[src/inc/icsr_pkg.sv]
// shared constants and types of the indexed register path and main status register
package icsr_pkg;

  // ---------------------------------------------------------------
  // host port select codes
  // ---------------------------------------------------------------
  localparam logic [1:0] PORT_INDEX = 2'h0;
  localparam logic [1:0] PORT_MAIN = 2'h1;
  localparam logic [1:0] PORT_BUSCFG = 2'h2;

  // ---------------------------------------------------------------
  // index port
  // ---------------------------------------------------------------
  localparam int INDEX_W = 7;
  localparam logic [6:0] INDEX_RESET = 7'h00;
  localparam logic [6:0] IDX_MAIN_STATUS = 7'h00;
  localparam logic [6:0] IDX_IRQ_MASK = 7'h03;

  // ---------------------------------------------------------------
  // main status register bit positions
  // ---------------------------------------------------------------
  localparam int BIT_ERR = 15;
  localparam int BIT_OVL = 14;
  localparam int BIT_SQE = 13;
  localparam int BIT_LOST = 12;
  localparam int BIT_BUSTO = 11;
  localparam int BIT_RXD = 10;
  localparam int BIT_TXD = 9;
  localparam int BIT_INITD = 8;
  localparam int BIT_IRQ_SUM = 7;
  localparam int BIT_IEN = 6;
  localparam int BIT_RX_ON = 5;
  localparam int BIT_TX_ON = 4;
  localparam int BIT_POLL = 3;
  localparam int BIT_STOP = 2;
  localparam int BIT_RUN = 1;
  localparam int BIT_INIT = 0;
  localparam logic [6:0] FLAGS_RESET = 7'h00;

  // ---------------------------------------------------------------
  // interrupt mask register
  // ---------------------------------------------------------------
  localparam logic [15:0] MASK_WR_BITS = 16'h5F00;
  localparam logic [15:0] MASK_RESET = 16'h0000;

  // ---------------------------------------------------------------
  // timing
  // ---------------------------------------------------------------
  localparam int CLK_PERIOD_NS = 8;
  localparam int BIT_TIME_NS = 100;
  localparam int SQE_WINDOW_BITS = 20;
  localparam int SQE_WINDOW_NS = SQE_WINDOW_BITS * BIT_TIME_NS;
  localparam int SQE_WINDOW_CYC = (SQE_WINDOW_NS + CLK_PERIOD_NS - 1) / CLK_PERIOD_NS;
  localparam int DMA_TIMEOUT_US = 50;
  localparam int DMA_TIMEOUT_CYC = (DMA_TIMEOUT_US * 1000 + CLK_PERIOD_NS - 1) / CLK_PERIOD_NS;
  localparam int TIMER_W = 16;
  localparam logic [10:0] OVERLENGTH_BYTES = 11'h5EF;
  localparam logic [10:0] BYTE_CNT_RESET = 11'h000;

  // ---------------------------------------------------------------
  // run sequencing states
  // ---------------------------------------------------------------
  typedef enum logic [1:0] {
    ICSR_HALTED = 2'b00,
    ICSR_INIT_WAIT = 2'b01,
    ICSR_RUN = 2'b11
  } icsr_run_t;

endpackage

[src/design/icsr_timer.sv]
// armed timeout counter that pulses when its limit passes uncancelled
`timescale 1ns/1ns
module icsr_timer #(
  parameter int LIMIT = 250
) (
  input wire logic clk,
  input wire logic rst,
  input wire logic arm,
  input wire logic cancel,
  output logic expire
);
  import icsr_pkg::*;

  localparam logic [TIMER_W-1:0] LAST = TIMER_W'(LIMIT - 1);

  logic running;
  logic [TIMER_W-1:0] count;
  wire at_last = running && (count == LAST);

  // ---------------------------------------------------------------
  // counter
  // ---------------------------------------------------------------
  always_ff @(posedge clk or posedge rst) begin
    if (rst) begin
      running <= 1'b0;
      count <= '0;
      expire <= 1'b0;
    end else begin
      expire <= at_last && !cancel;
      if (cancel || at_last) begin
        running <= 1'b0;
        count <= '0;
      end else if (arm) begin
        running <= 1'b1;
        count <= '0;
      end else if (running) begin
        count <= count + TIMER_W'(1);
      end
    end
  end

endmodule // icsr_timer

[src/design/icsr_top.sv]
// index port, data port routing and main status/control register
`timescale 1ns/1ns
// Function
// - index is 7 bits, upper bits read zero, cleared by reset
// - main data port reaches control registers, second port reaches bus-config registers
// - bit 15 is read-only OR of the four error flags
// - overlength flag sets when 1519 or more bytes go out in one frame
// - bits 14 to 8 clear on written one, reset or stop
// - collision-test flag sets on missing collision pulse or link fail while transmitting in twisted pair
// - collision-test flag feeds error summary but never the interrupt
// - lost-frame flag sets when a frame is dropped for lack of descriptor
// - bus timeout flag sets when acknowledge is missing 50 us after request
// - receive-done flag sets after frame received and last buffer returned
// - transmit-done flag sets after frame sent and last buffer returned
// - init-done flag sets when the init block has been read
// - bit 7 is OR of unmasked sources, cleared with causes, reset, stop
// - interrupt output active only with summary set and enable one
// - bit 6 enable is read/write, cleared by reset or stop
// - six sources raise interrupt only while their mask bit is clear
// - poll-now bit forces ring poll, resets at once when transmitter is off
// - poll-now ignores written zero, clears on descriptor fetch
// - stop bit set by one or reset, cleared by start/init, overrides both
// - mask bits clear on reset and ignore stop
module icsr_top #(
  parameter int DMA_TIMEOUT = icsr_pkg::DMA_TIMEOUT_CYC
) (
  input wire logic clk,
  input wire logic rst,
  input wire logic [1:0] host_sel,
  input wire logic host_wr,
  input wire logic host_rd,
  input wire logic [15:0] host_wdata,
  output logic [15:0] host_rdata,
  output logic [6:0] reg_index,
  output logic ext_csr_wr,
  output logic ext_csr_rd,
  output logic ext_bus_cfg_wr,
  output logic ext_bus_cfg_rd,
  output logic [15:0] ext_wdata,
  input wire logic [15:0] ext_csr_rdata,
  input wire logic [15:0] ext_bus_cfg_rdata,
  input wire logic tx_frame_start,
  input wire logic tx_byte,
  input wire logic tx_frame_end,
  input wire logic col_pin,
  input wire logic tp_mode,
  input wire logic link_fail,
  input wire logic tx_busy,
  input wire logic lost_frame_evt,
  input wire logic dma_req,
  input wire logic dack_pin,
  input wire logic rx_done_evt,
  input wire logic tx_done_evt,
  input wire logic init_read_done,
  input wire logic ext_irq_src,
  input wire logic rx_disable,
  input wire logic tx_disable,
  input wire logic tx_desc_fetch,
  output logic irq,
  output logic run_request,
  output logic init_request,
  output logic stopped,
  output logic rx_active,
  output logic tx_active,
  output logic tx_poll_now,
  output logic [15:0] irq_mask_reg
);
  import icsr_pkg::*;

  // ---------------------------------------------------------------
  // state
  // ---------------------------------------------------------------
  logic [6:0] flags;
  logic irq_master_enable;
  logic [10:0] tx_byte_count;
  logic col_meta;
  logic col_sync;
  logic dack_meta;
  logic dack_sync;
  logic dma_req_q;
  logic sqe_expire;
  logic dma_expire;
  icsr_run_t run_state;
  icsr_run_t next_run_state;
  logic [6:0] next_flags;

  // ---------------------------------------------------------------
  // decode
  // ---------------------------------------------------------------
  wire sel_index = host_sel == PORT_INDEX;
  wire sel_main = host_sel == PORT_MAIN;
  wire sel_buscfg = host_sel == PORT_BUSCFG;
  wire hit_status = sel_main && (reg_index == IDX_MAIN_STATUS);
  wire hit_mask = sel_main && (reg_index == IDX_IRQ_MASK);
  wire hit_other = sel_main && !hit_status && !hit_mask;
  wire wr_index = host_wr && sel_index;
  wire wr_status = host_wr && hit_status;
  wire wr_mask = host_wr && hit_mask;
  wire stop_set = wr_status && host_wdata[BIT_STOP];
  wire run_set = wr_status && host_wdata[BIT_RUN] && !host_wdata[BIT_STOP];
  wire init_set = wr_status && host_wdata[BIT_INIT] && !host_wdata[BIT_STOP];
  wire [6:0] w1c = wr_status ? host_wdata[BIT_OVL:BIT_INITD] : 7'h00;

  assign ext_csr_wr = host_wr && hit_other;
  assign ext_csr_rd = host_rd && hit_other;
  assign ext_bus_cfg_wr = host_wr && sel_buscfg;
  assign ext_bus_cfg_rd = host_rd && sel_buscfg;
  assign ext_wdata = host_wdata;

  // ---------------------------------------------------------------
  // pin synchronisers
  // ---------------------------------------------------------------
  always_ff @(posedge clk or posedge rst) begin
    if (rst) begin
      col_meta <= 1'b0;
      col_sync <= 1'b0;
      dack_meta <= 1'b0;
      dack_sync <= 1'b0;
    end else begin
      col_meta <= col_pin;
      col_sync <= col_meta;
      dack_meta <= dack_pin;
      dack_sync <= dack_meta;
    end
  end

  // ---------------------------------------------------------------
  // index port
  // ---------------------------------------------------------------
  always_ff @(posedge clk or posedge rst) begin
    if (rst) begin
      reg_index <= INDEX_RESET;
    end else if (wr_index) begin
      reg_index <= host_wdata[INDEX_W-1:0];
    end
  end

  // ---------------------------------------------------------------
  // event detection
  // ---------------------------------------------------------------
  wire ovl_hit = tx_byte && (tx_byte_count == OVERLENGTH_BYTES - 11'h001);

  always_ff @(posedge clk or posedge rst) begin
    if (rst) begin
      tx_byte_count <= BYTE_CNT_RESET;
    end else if (tx_frame_start) begin
      tx_byte_count <= BYTE_CNT_RESET;
    end else if (tx_byte && tx_byte_count != OVERLENGTH_BYTES) begin
      tx_byte_count <= tx_byte_count + 11'h001;
    end
  end

  icsr_timer #(
    .LIMIT(SQE_WINDOW_CYC)
  ) u_sqe_timer (
    .clk(clk),
    .rst(rst),
    .arm(tx_frame_end),
    .cancel(col_sync),
    .expire(sqe_expire)
  );

  always_ff @(posedge clk or posedge rst) begin
    if (rst) begin
      dma_req_q <= 1'b0;
    end else begin
      dma_req_q <= dma_req;
    end
  end

  icsr_timer #(
    .LIMIT(DMA_TIMEOUT)
  ) u_dma_timer (
    .clk(clk),
    .rst(rst),
    .arm(dma_req && !dma_req_q),
    .cancel(dack_sync || !dma_req),
    .expire(dma_expire)
  );

  wire sqe_evt = sqe_expire || (tp_mode && link_fail && tx_busy);
  wire [6:0] evt_set = {ovl_hit, sqe_evt, lost_frame_evt, dma_expire,
    rx_done_evt, tx_done_evt, init_read_done};

  // ---------------------------------------------------------------
  // error and completion flags
  // ---------------------------------------------------------------
  always_comb begin
    next_flags = (stop_set ? FLAGS_RESET : (flags & ~w1c)) | evt_set;
  end

  always_ff @(posedge clk or posedge rst) begin
    if (rst) begin
      flags <= FLAGS_RESET;
    end else begin
      flags <= next_flags;
    end
  end

  // ---------------------------------------------------------------
  // mask register and interrupt
  // ---------------------------------------------------------------
  always_ff @(posedge clk or posedge rst) begin
    if (rst) begin
      irq_mask_reg <= MASK_RESET;
    end else if (wr_mask) begin
      irq_mask_reg <= host_wdata & MASK_WR_BITS;
    end
  end

  wire [6:0] src_enable = {~irq_mask_reg[BIT_OVL], 1'b0,
    ~irq_mask_reg[BIT_LOST:BIT_INITD]};
  wire err_summary = |flags[6:3];
  wire irq_summary = |(flags & src_enable) || (ext_irq_src && !stopped);

  always_ff @(posedge clk or posedge rst) begin
    if (rst) begin
      irq_master_enable <= 1'b0;
    end else if (stop_set) begin
      irq_master_enable <= 1'b0;
    end else if (wr_status) begin
      irq_master_enable <= host_wdata[BIT_IEN];
    end
  end

  assign irq = irq_summary && irq_master_enable;

  // ---------------------------------------------------------------
  // stop, start and init
  // ---------------------------------------------------------------
  always_ff @(posedge clk or posedge rst) begin
    if (rst) begin
      stopped <= 1'b1;
      run_request <= 1'b0;
      init_request <= 1'b0;
    end else if (stop_set) begin
      stopped <= 1'b1;
      run_request <= 1'b0;
      init_request <= 1'b0;
    end else begin
      if (run_set || init_set) begin
        stopped <= 1'b0;
      end
      if (run_set) begin
        run_request <= 1'b1;
      end
      if (init_set) begin
        init_request <= 1'b1;
      end
    end
  end

  // ---------------------------------------------------------------
  // receive and transmit enable sequencing
  // ---------------------------------------------------------------
  always_comb begin
    next_run_state = run_state;
    case (run_state)
      ICSR_HALTED: begin
        if (run_set && init_set) begin
          next_run_state = ICSR_INIT_WAIT;
        end else if (run_set) begin
          next_run_state = ICSR_RUN;
        end
      end
      ICSR_INIT_WAIT: begin
        if (init_read_done) begin
          next_run_state = ICSR_RUN;
        end
      end
      ICSR_RUN: begin
        next_run_state = ICSR_RUN;
      end
      default: begin
        next_run_state = ICSR_HALTED;
      end
    endcase
    if (stop_set) begin
      next_run_state = ICSR_HALTED;
    end
  end

  wire entering_run = (next_run_state == ICSR_RUN) && (run_state != ICSR_RUN);

  always_ff @(posedge clk or posedge rst) begin
    if (rst) begin
      run_state <= ICSR_HALTED;
      rx_active <= 1'b0;
      tx_active <= 1'b0;
    end else begin
      run_state <= next_run_state;
      if (stop_set) begin
        rx_active <= 1'b0;
        tx_active <= 1'b0;
      end else if (entering_run) begin
        rx_active <= !rx_disable;
        tx_active <= !tx_disable;
      end
    end
  end

  // ---------------------------------------------------------------
  // transmit poll demand
  // ---------------------------------------------------------------
  wire poll_set = wr_status && host_wdata[BIT_POLL] && !host_wdata[BIT_STOP];

  always_ff @(posedge clk or posedge rst) begin
    if (rst) begin
      tx_poll_now <= 1'b0;
    end else if (stop_set || !tx_active) begin
      tx_poll_now <= 1'b0;
    end else if (poll_set) begin
      tx_poll_now <= 1'b1;
    end else if (tx_desc_fetch) begin
      tx_poll_now <= 1'b0;
    end
  end

  // ---------------------------------------------------------------
  // read data
  // ---------------------------------------------------------------
  wire [15:0] status_word = {err_summary, flags, irq_summary, irq_master_enable,
    rx_active, tx_active, tx_poll_now, stopped, run_request, init_request};
  wire [15:0] index_word = {9'h000, reg_index};
  wire [15:0] rd_word = sel_index ? index_word :
    hit_status ? status_word :
    hit_mask ? irq_mask_reg :
    hit_other ? ext_csr_rdata :
    sel_buscfg ? ext_bus_cfg_rdata : 16'h0000;

  always_ff @(posedge clk or posedge rst) begin
    if (rst) begin
      host_rdata <= 16'h0000;
    end else if (host_rd) begin
      host_rdata <= rd_word;
    end
  end

endmodule // icsr_top

[config.mk]
export PLATFORM = sky130hd
export DESIGN_NAME = icsr_top
export DESIGN_NICKNAME = d
export VERILOG_FILES = /design/src/inc/icsr_pkg.sv /design/src/design/icsr_timer.sv /design/src/design/icsr_top.sv
export SDC_FILE = /design/constraint.sdc
export NUM_CORES = 1
export LEC_CHECK = 0
export BUFFER_PORTS_ARGS = -buffer_cell sky130_fd_sc_hd__buf_2
export CAP_MARGIN = 15
export CORE_MARGIN = 5
export CORE_UTILIZATION = 28
export CTS_CLUSTER_DIAMETER = 150
export CTS_CLUSTER_SIZE = 28
export DETAILED_ROUTE_END_ITERATION = 16
export GPL_TIMING_DRIVEN = 0
export PLACE_DENSITY = 0.58
export RECOVER_POWER = 25
export SETUP_SLACK_MARGIN = 0.5
export SLEW_MARGIN = 20
export SYNTH_ARGS = -nofsm -noshare
export SYNTH_HDL_FRONTEND = slang
export SYNTH_SLANG_ARGS = --single-unit
[constraint.sdc]
create_clock -name clk -period 3.16 [get_ports clk]
set_clock_uncertainty 0.05 [all_clocks]
set_input_delay 0.632 -clock clk [delete_from_list [all_inputs] [get_ports clk]]
set_output_delay 0.632 -clock clk [all_outputs]
set_load 0.03 [all_outputs]
[Word-level counts from Yosys, hierarchy flattened]
Index checks and enable logic that the tools add are counted.
Word-level totals
  register bits after elaboration: 97
  input port bits: 71
  output and inout port bits: 66
  logic and storage cells: 148
Operators by class
  add/sub/neg operators: 3
  muxes and demuxes: 39
  reduce and logical (&&, ||, !) cells: 65
  equality and inequality tests: 11
  bitwise logic cells: 6
Operators by type and width (count)
  16-bit two-way mux: 11
  16-bit by 1-bit adder with 16-bit output (second input constant): 2
  1-bit logical AND: 31
  11-bit two-way mux: 2
  1-bit two-way mux: 19
  16-bit by 13-bit equality test with 1-bit output (second input constant): 1
  16-bit by 8-bit equality test with 1-bit output (second input constant): 1
  2-bit nonzero test: 8
  7-bit bitwise AND: 2
  7-bit two-way mux: 2
  11-bit by 1-bit adder with 11-bit output (second input constant): 1
  11-bit equality test (second input constant): 1
  1-bit logical NOT: 11
  11-bit inequality test (second input constant): 1
  3-bit nonzero test: 3
  2-bit two-way mux: 4
  7-bit by 2-bit equality test with 1-bit output (second input constant): 1
  7-bit logical NOT: 1
  1-bit logical OR: 7
  7-bit inverter: 1
  7-bit OR: 1
  7-bit OR reduction: 1
  2-bit equality test (second input constant): 3
  2-bit one-hot mux with 3 select lines: 1
  6 further kinds: 8

[Depth between registers and ports, before layout]
  depth in word-level cells: 13
  gate-level depth with buffers: 8
  mapped depth without buffers: 7

[Modules after synthesis]
Synthesis repeated with hierarchy kept, for this count alone.
Unflattened totals
  cell total of the unflattened synthesis: 552
  area, all modules: 5486.5 µm²
Modules (own cells, without submodules)
  icsr_top: times used 1, sequential area each 1527.7 µm², cells an instance 356, area each 3524.6 µm²
  icsr_timer at u_sqe_timer: times used 1, sequential area each 450.4 µm², cells an instance 103, area each 1011.0 µm²
  icsr_timer at u_dma_timer: times used 1, sequential area each 450.4 µm², cells an instance 93, area each 950.9 µm²

[Worst setup path before layout]
No wires, ideal clock.
  path type: register to output
  start: register reg_index[0]
  end: output ext_csr_rd
  data arrival time: 1.880 ns
  setup slack: 0.598 ns
  required time: 2.478 ns
  stages on the path, launching flop included: 6
  buffers on the path: 1
  cell sequence: dfrtp_1 > or2_2 > clkbuf_1 > a211oi_1 > nor2_1 > and2_1
Between the ends
  cells in the longest elaborated chain, start to end: 6
  elaborated cells between the ends (all ways): 9
  those cells by class: eq/ne: 1; reduce/logical: 8
Ends and longest elaborated chain
  from (decl): RTL line icsr_top.sv:34  | output logic [6:0] reg_index,
  from (signal assigned): RTL line icsr_top.sv:134  | reg_index <= host_wdata[INDEX_W-1:0];
  7-bit logical NOT: RTL line icsr_top.sv:93  | wire hit_status = sel_main && (reg_index == IDX_MAIN_STATUS);
  1-bit logical AND: RTL line icsr_top.sv:93
  1-bit logical NOT: RTL line icsr_top.sv:95  | wire hit_other = sel_main && !hit_status && !hit_mask;
  1-bit logical AND: RTL line icsr_top.sv:95
  1-bit logical AND (*): RTL line icsr_top.sv:95
  1-bit logical AND (*): RTL line icsr_top.sv:105  | assign ext_csr_rd = host_rd && hit_other;
  to (decl): RTL line icsr_top.sv:36  | output logic ext_csr_rd,
Every way passes the cells marked *; elsewhere a longest branch is shown, timed or not.

[Worst setup path after layout]
  start: register reg_index[4]
  end: output ext_csr_rd
The elaborated chain is that of the path after synthesis.

==> key figures <==
Finish
  • Final std cells w/o fill: between 900 and 1000
  • Top flop regs: host_rdata: 16 flops, u_dma_timer.count: 16 flops, u_sqe_timer.count: 16 flops
  • Nets@finish: roughly 770
  • # diodes: 0
  • Synthesis-to-finish area growth: 28.6%
  • Filler cells: between 1500 and 2000
  • Share of cells above drive strength 1: about a third

Placement
  • Routability cong.: 0.783
  • Post-detail-place hpwl: roughly 11 mm
  • Port Buf Inserts: between 100 and 150
  • Dpl ws: approximately 220 ps
  • Placed Cells: 892

Clocking
  • Longest Clk Path Bufs: 2
  • CTS Sinks: 97
  • Clock Tree Root: clkbuf_16
  • CTS H-tree depth: 3
  • CTS tree: yes
  • Clk slew on worst S/H paths: roughly 70 ps
  • Clk Latency, worst-skew pair: around 350 ps
  • CTS Buf Count: 9
  • Post-CTS Hold Buffers: 0

Yosys
  • Asr flop ratio synth: 100%
  • Synthesized cell area: 5040 um2
  • Average size of a mapped cell: roughly 9.6 um2
  • Sequential area share after synthesis: between 40% and 50%
  • Ys Warns: 0
  • Synthesized netlist cell count: approximately 530
  • Synth Flop Type: dfrtp_1
  • Post-synth EDFFs: 0
  • Synth Register Bits: 97
  • Yosys cell types: 54

Timing
  • Pins Over Slew Limit: 0
  • Tcrit/Tclk final: between 80% and 90%
  • Setup violators final: 0
  • Min cycle time layout: around 2600 ps
  • Fmax: 380 MHz
  • Final Hold Violating Endpoints: 0
  • Final setup TNS: 0 ps
  • Unrepaired setup endpoints after global routing: true
  • Final worst setup slack: between 500 and 600 ps
  • Slew @ Worst Pin: approximately 1400 ps
  • Slew HR: roughly 4.2%

Die
  • I/O pin count: 137
  • Core ar.: approximately 18000 um2
  • Die W: between 100 and 150 um
  • Cell Rows: 49
  • Die Height: between 100 and 150 um
  • Starting Density: 28.2%
  • DIE AREA: between 20000 and 25000 um2

Critical path
  • Crit Path Max Fanout: 4
  • WS Path Type: register to output port
  • Critical path depth: 5
  • Crit path DAT: around 2000 ps
  • Worst setup EP type: output port
  • Family with the most delay on the worst path: simple AND/OR/NAND/NOR gates
  • WP data required: about 2500 ps
  • Critical Path, Cell by Cell: or4_4 -> a211oi_4 -> nor2_4 -> and2_4 -> buf_6
  • CP peak stage delay: a little under 600 ps
  • Reg2reg path depth: 7
  • Buf+Inv Stages, Crit Path: 1
  • Startpoint type of the worst setup path: register
  • Slowest-stage cell, CP: or4_4

Detailed routing
  • Via density: roughly 4.7
  • ANT nets after route: 0
  • 1st-iter DRT viols: 202
  • Post-route DRC: 0
  • Metal3 WL: about 1.1 mm
  • DRT Wirelength: approximately 14 mm
  • Top sig layer: met4
  • Drt pass-1 iters: 4
  • Via Count: roughly 4300
  • Met1 WL: approximately 6.4 mm
  • Met2 Routed Length: ~6.3 mm
  • WL per Instance: 15.0 um

Power
  • Static leakage: just under 0.003 uW
  • Peak VDD IR: 236 uV
  • Cell Pwr Density: approximately 490 nW/um2

Job
  • Max-capacitance violation count: 0

Status
  • Status: completed

Hold path
  • Hold depth: 0
  • Hold Path Class: register to register

Global route
  • Global Route Usage Sum: a little over an eighth
  • Vias in the first global route: 4113
  • Grt ovf: 0
  • Largest net degree at the start of global routing: 33
  • Initial antenna violation count: 0
  • First-pass GRT wire length: 21.8 mm
-- Yosys cell counts, types with 2 or more instances --
cell | instances | area share (%)
a221oi_1 | 8 | 1.4
nand3_1 | 19 | 1.9
nand4_1 | 10 | 1.2
buf_2 | 4 | 0.40
o2bb2ai_1 | 2 | 0.35
nand2b_1 | 5 | 0.62
dfrtp_1 | 96 | 48
a41oi_1 | 2 | 0.35
a31oi_1 | 2 | 0.25
or3_1 | 2 | 0.25
xor2_1 | 22 | 3.8
ha_1 | 6 | 1.5
and3_1 | 14 | 1.7
xnor2_1 | 17 | 3.0
nand2_1 | 29 | 2.2
a22oi_1 | 2 | 0.30
o211a_1 | 2 | 0.40
nor3b_1 | 2 | 0.30
nor3_1 | 10 | 0.99
nor2_1 | 81 | 6.0
nand3b_1 | 2 | 0.30
and2_1 | 5 | 0.62
clkbuf_1 | 14 | 1.0
and4_1 | 2 | 0.35
nor4_1 | 7 | 0.87
o21ai_0 | 16 | 1.6
mux2_2 | 13 | 2.9
o22ai_1 | 14 | 1.7
o21ai_2 | 5 | 0.87
a21o_1 | 5 | 0.74
a21oi_1 | 18 | 1.8
nor2b_1 | 12 | 1.5
inv_1 | 20 | 1.5
or2_2 | 3 | 0.37
or4_4 | 2 | 0.45
a211oi_1 | 11 | 1.6
buf_4 | 26 | 3.9
-- routing by layer --
metal	up-vias	GRT usage, %
met1	2045	18.4
met5	-	0
met2	142	21.0
li1	2121	-
met3	6	3.97
met4	0	1.77
-- worst reg2reg max path, cell delays in order (launching register included) --
cell     delay, ps
dfrtp_1        390
or4_4          590
buf_4          160
nor4_2         390
buf_2          310
nand2_1        170
o21ai_0        220
nand2_1         70
-- kinds of logic (layout without fill, tap and decap cells) --
family / count (synthesis) / in the layout / share of synthesized area, %
xor+xnor: 39 / 39 / 6.78
fa+ha+maj: 6 / 6 / 1.49
simple gates: 214 / 214 / 21.4
compound gates: 92 / 92 / 12.1
mux: 13 / 13 / 2.90
buf+inv: 65 / 222 / 7.03
other cells: 1 / 10 / 0.0744
flops: 97 / 97 / 48.2
-- final cells by class --
class	count	area, um2	area share [%]
sequential	97	2430	37.5
multi-input combinational	374	2320	35.9
timing repair buffer	141	785	12.1
tap	229	287	4.42
buffer	45	285	4.40
clock buffer	12	256	3.96
inverter	20	76.3	1.18
clock inverter	4	33.8	0.521
-- worst paths after layout --
check                           slack, ps                          endpoint                      from
min in group asynchronous             360  u_sqe_timer.count[9]$_DFFE_PP0P_                       rst
worst min-delay path                  300               dack_sync$_DFF_PP0_       dack_meta$_DFF_PP0_
worst max register to register        680                flags[5]$_DFF_PP0_  reg_index[4]$_DFFE_PP0P_
worst min register to register        300               dack_sync$_DFF_PP0_       dack_meta$_DFF_PP0_
max in group asynchronous             960  u_dma_timer.count[8]$_DFFE_PP0P_                       rst
worst max-delay path                  530                        ext_csr_rd  reg_index[4]$_DFFE_PP0P_
-- cell usage in the layout, fill, tap and decap left out, drive strengths merged, types with 10 or more instances in the layout --
master,synthesis,routed
a211oi,11,11
nand2,30,30
nand3,19,19
o21ai,22,22
nand4,10,10
xor2,22,22
nor2b,12,12
xnor2,17,17
buf,31,171
and3,14,14
nor3,10,10
mux2,13,13
clkbuf,14,27
inv,20,21
conb,1,10
a21oi,18,18
o22ai,14,14
dfrtp,96,96
nor2,83,83
-- report_power, final --
group / total [uW] / leakage (uW) / internal [uW] / switching [uW]
Clock: 1080 / 0.000140 / 585 / 495
Combinational: 693 / 0.00158 / 256 / 437
Sequential: 1410 / 0.00125 / 1330 / 81.0
Total: 3190 / 0.00298 / 2170 / 1010
-- repair_timing --
item | CTS | global route
resized for setup | 11 | 10
setup buffers | 8 | 6
endpoints found under the setup margin | 4 | 4
pin swaps | 3 | 3
-- stage by stage --
stage / instance area (um2) / power, uW / hold slack (ps) / utilization (%)
floorplan: 5080 / 1840 / 281 / -
global placement: 5980 / 2060 / 282 / 33.5
detailed placement: 6040 / 2080 / 285 / 33.9
CTS: 6430 / 3200 / 251 / 36.0
global route: 6480 / 3330 / 301 / 36.3
finish: 6480 / 3190 / 298 / 36.3
Power figures use the tool's default switching activity.
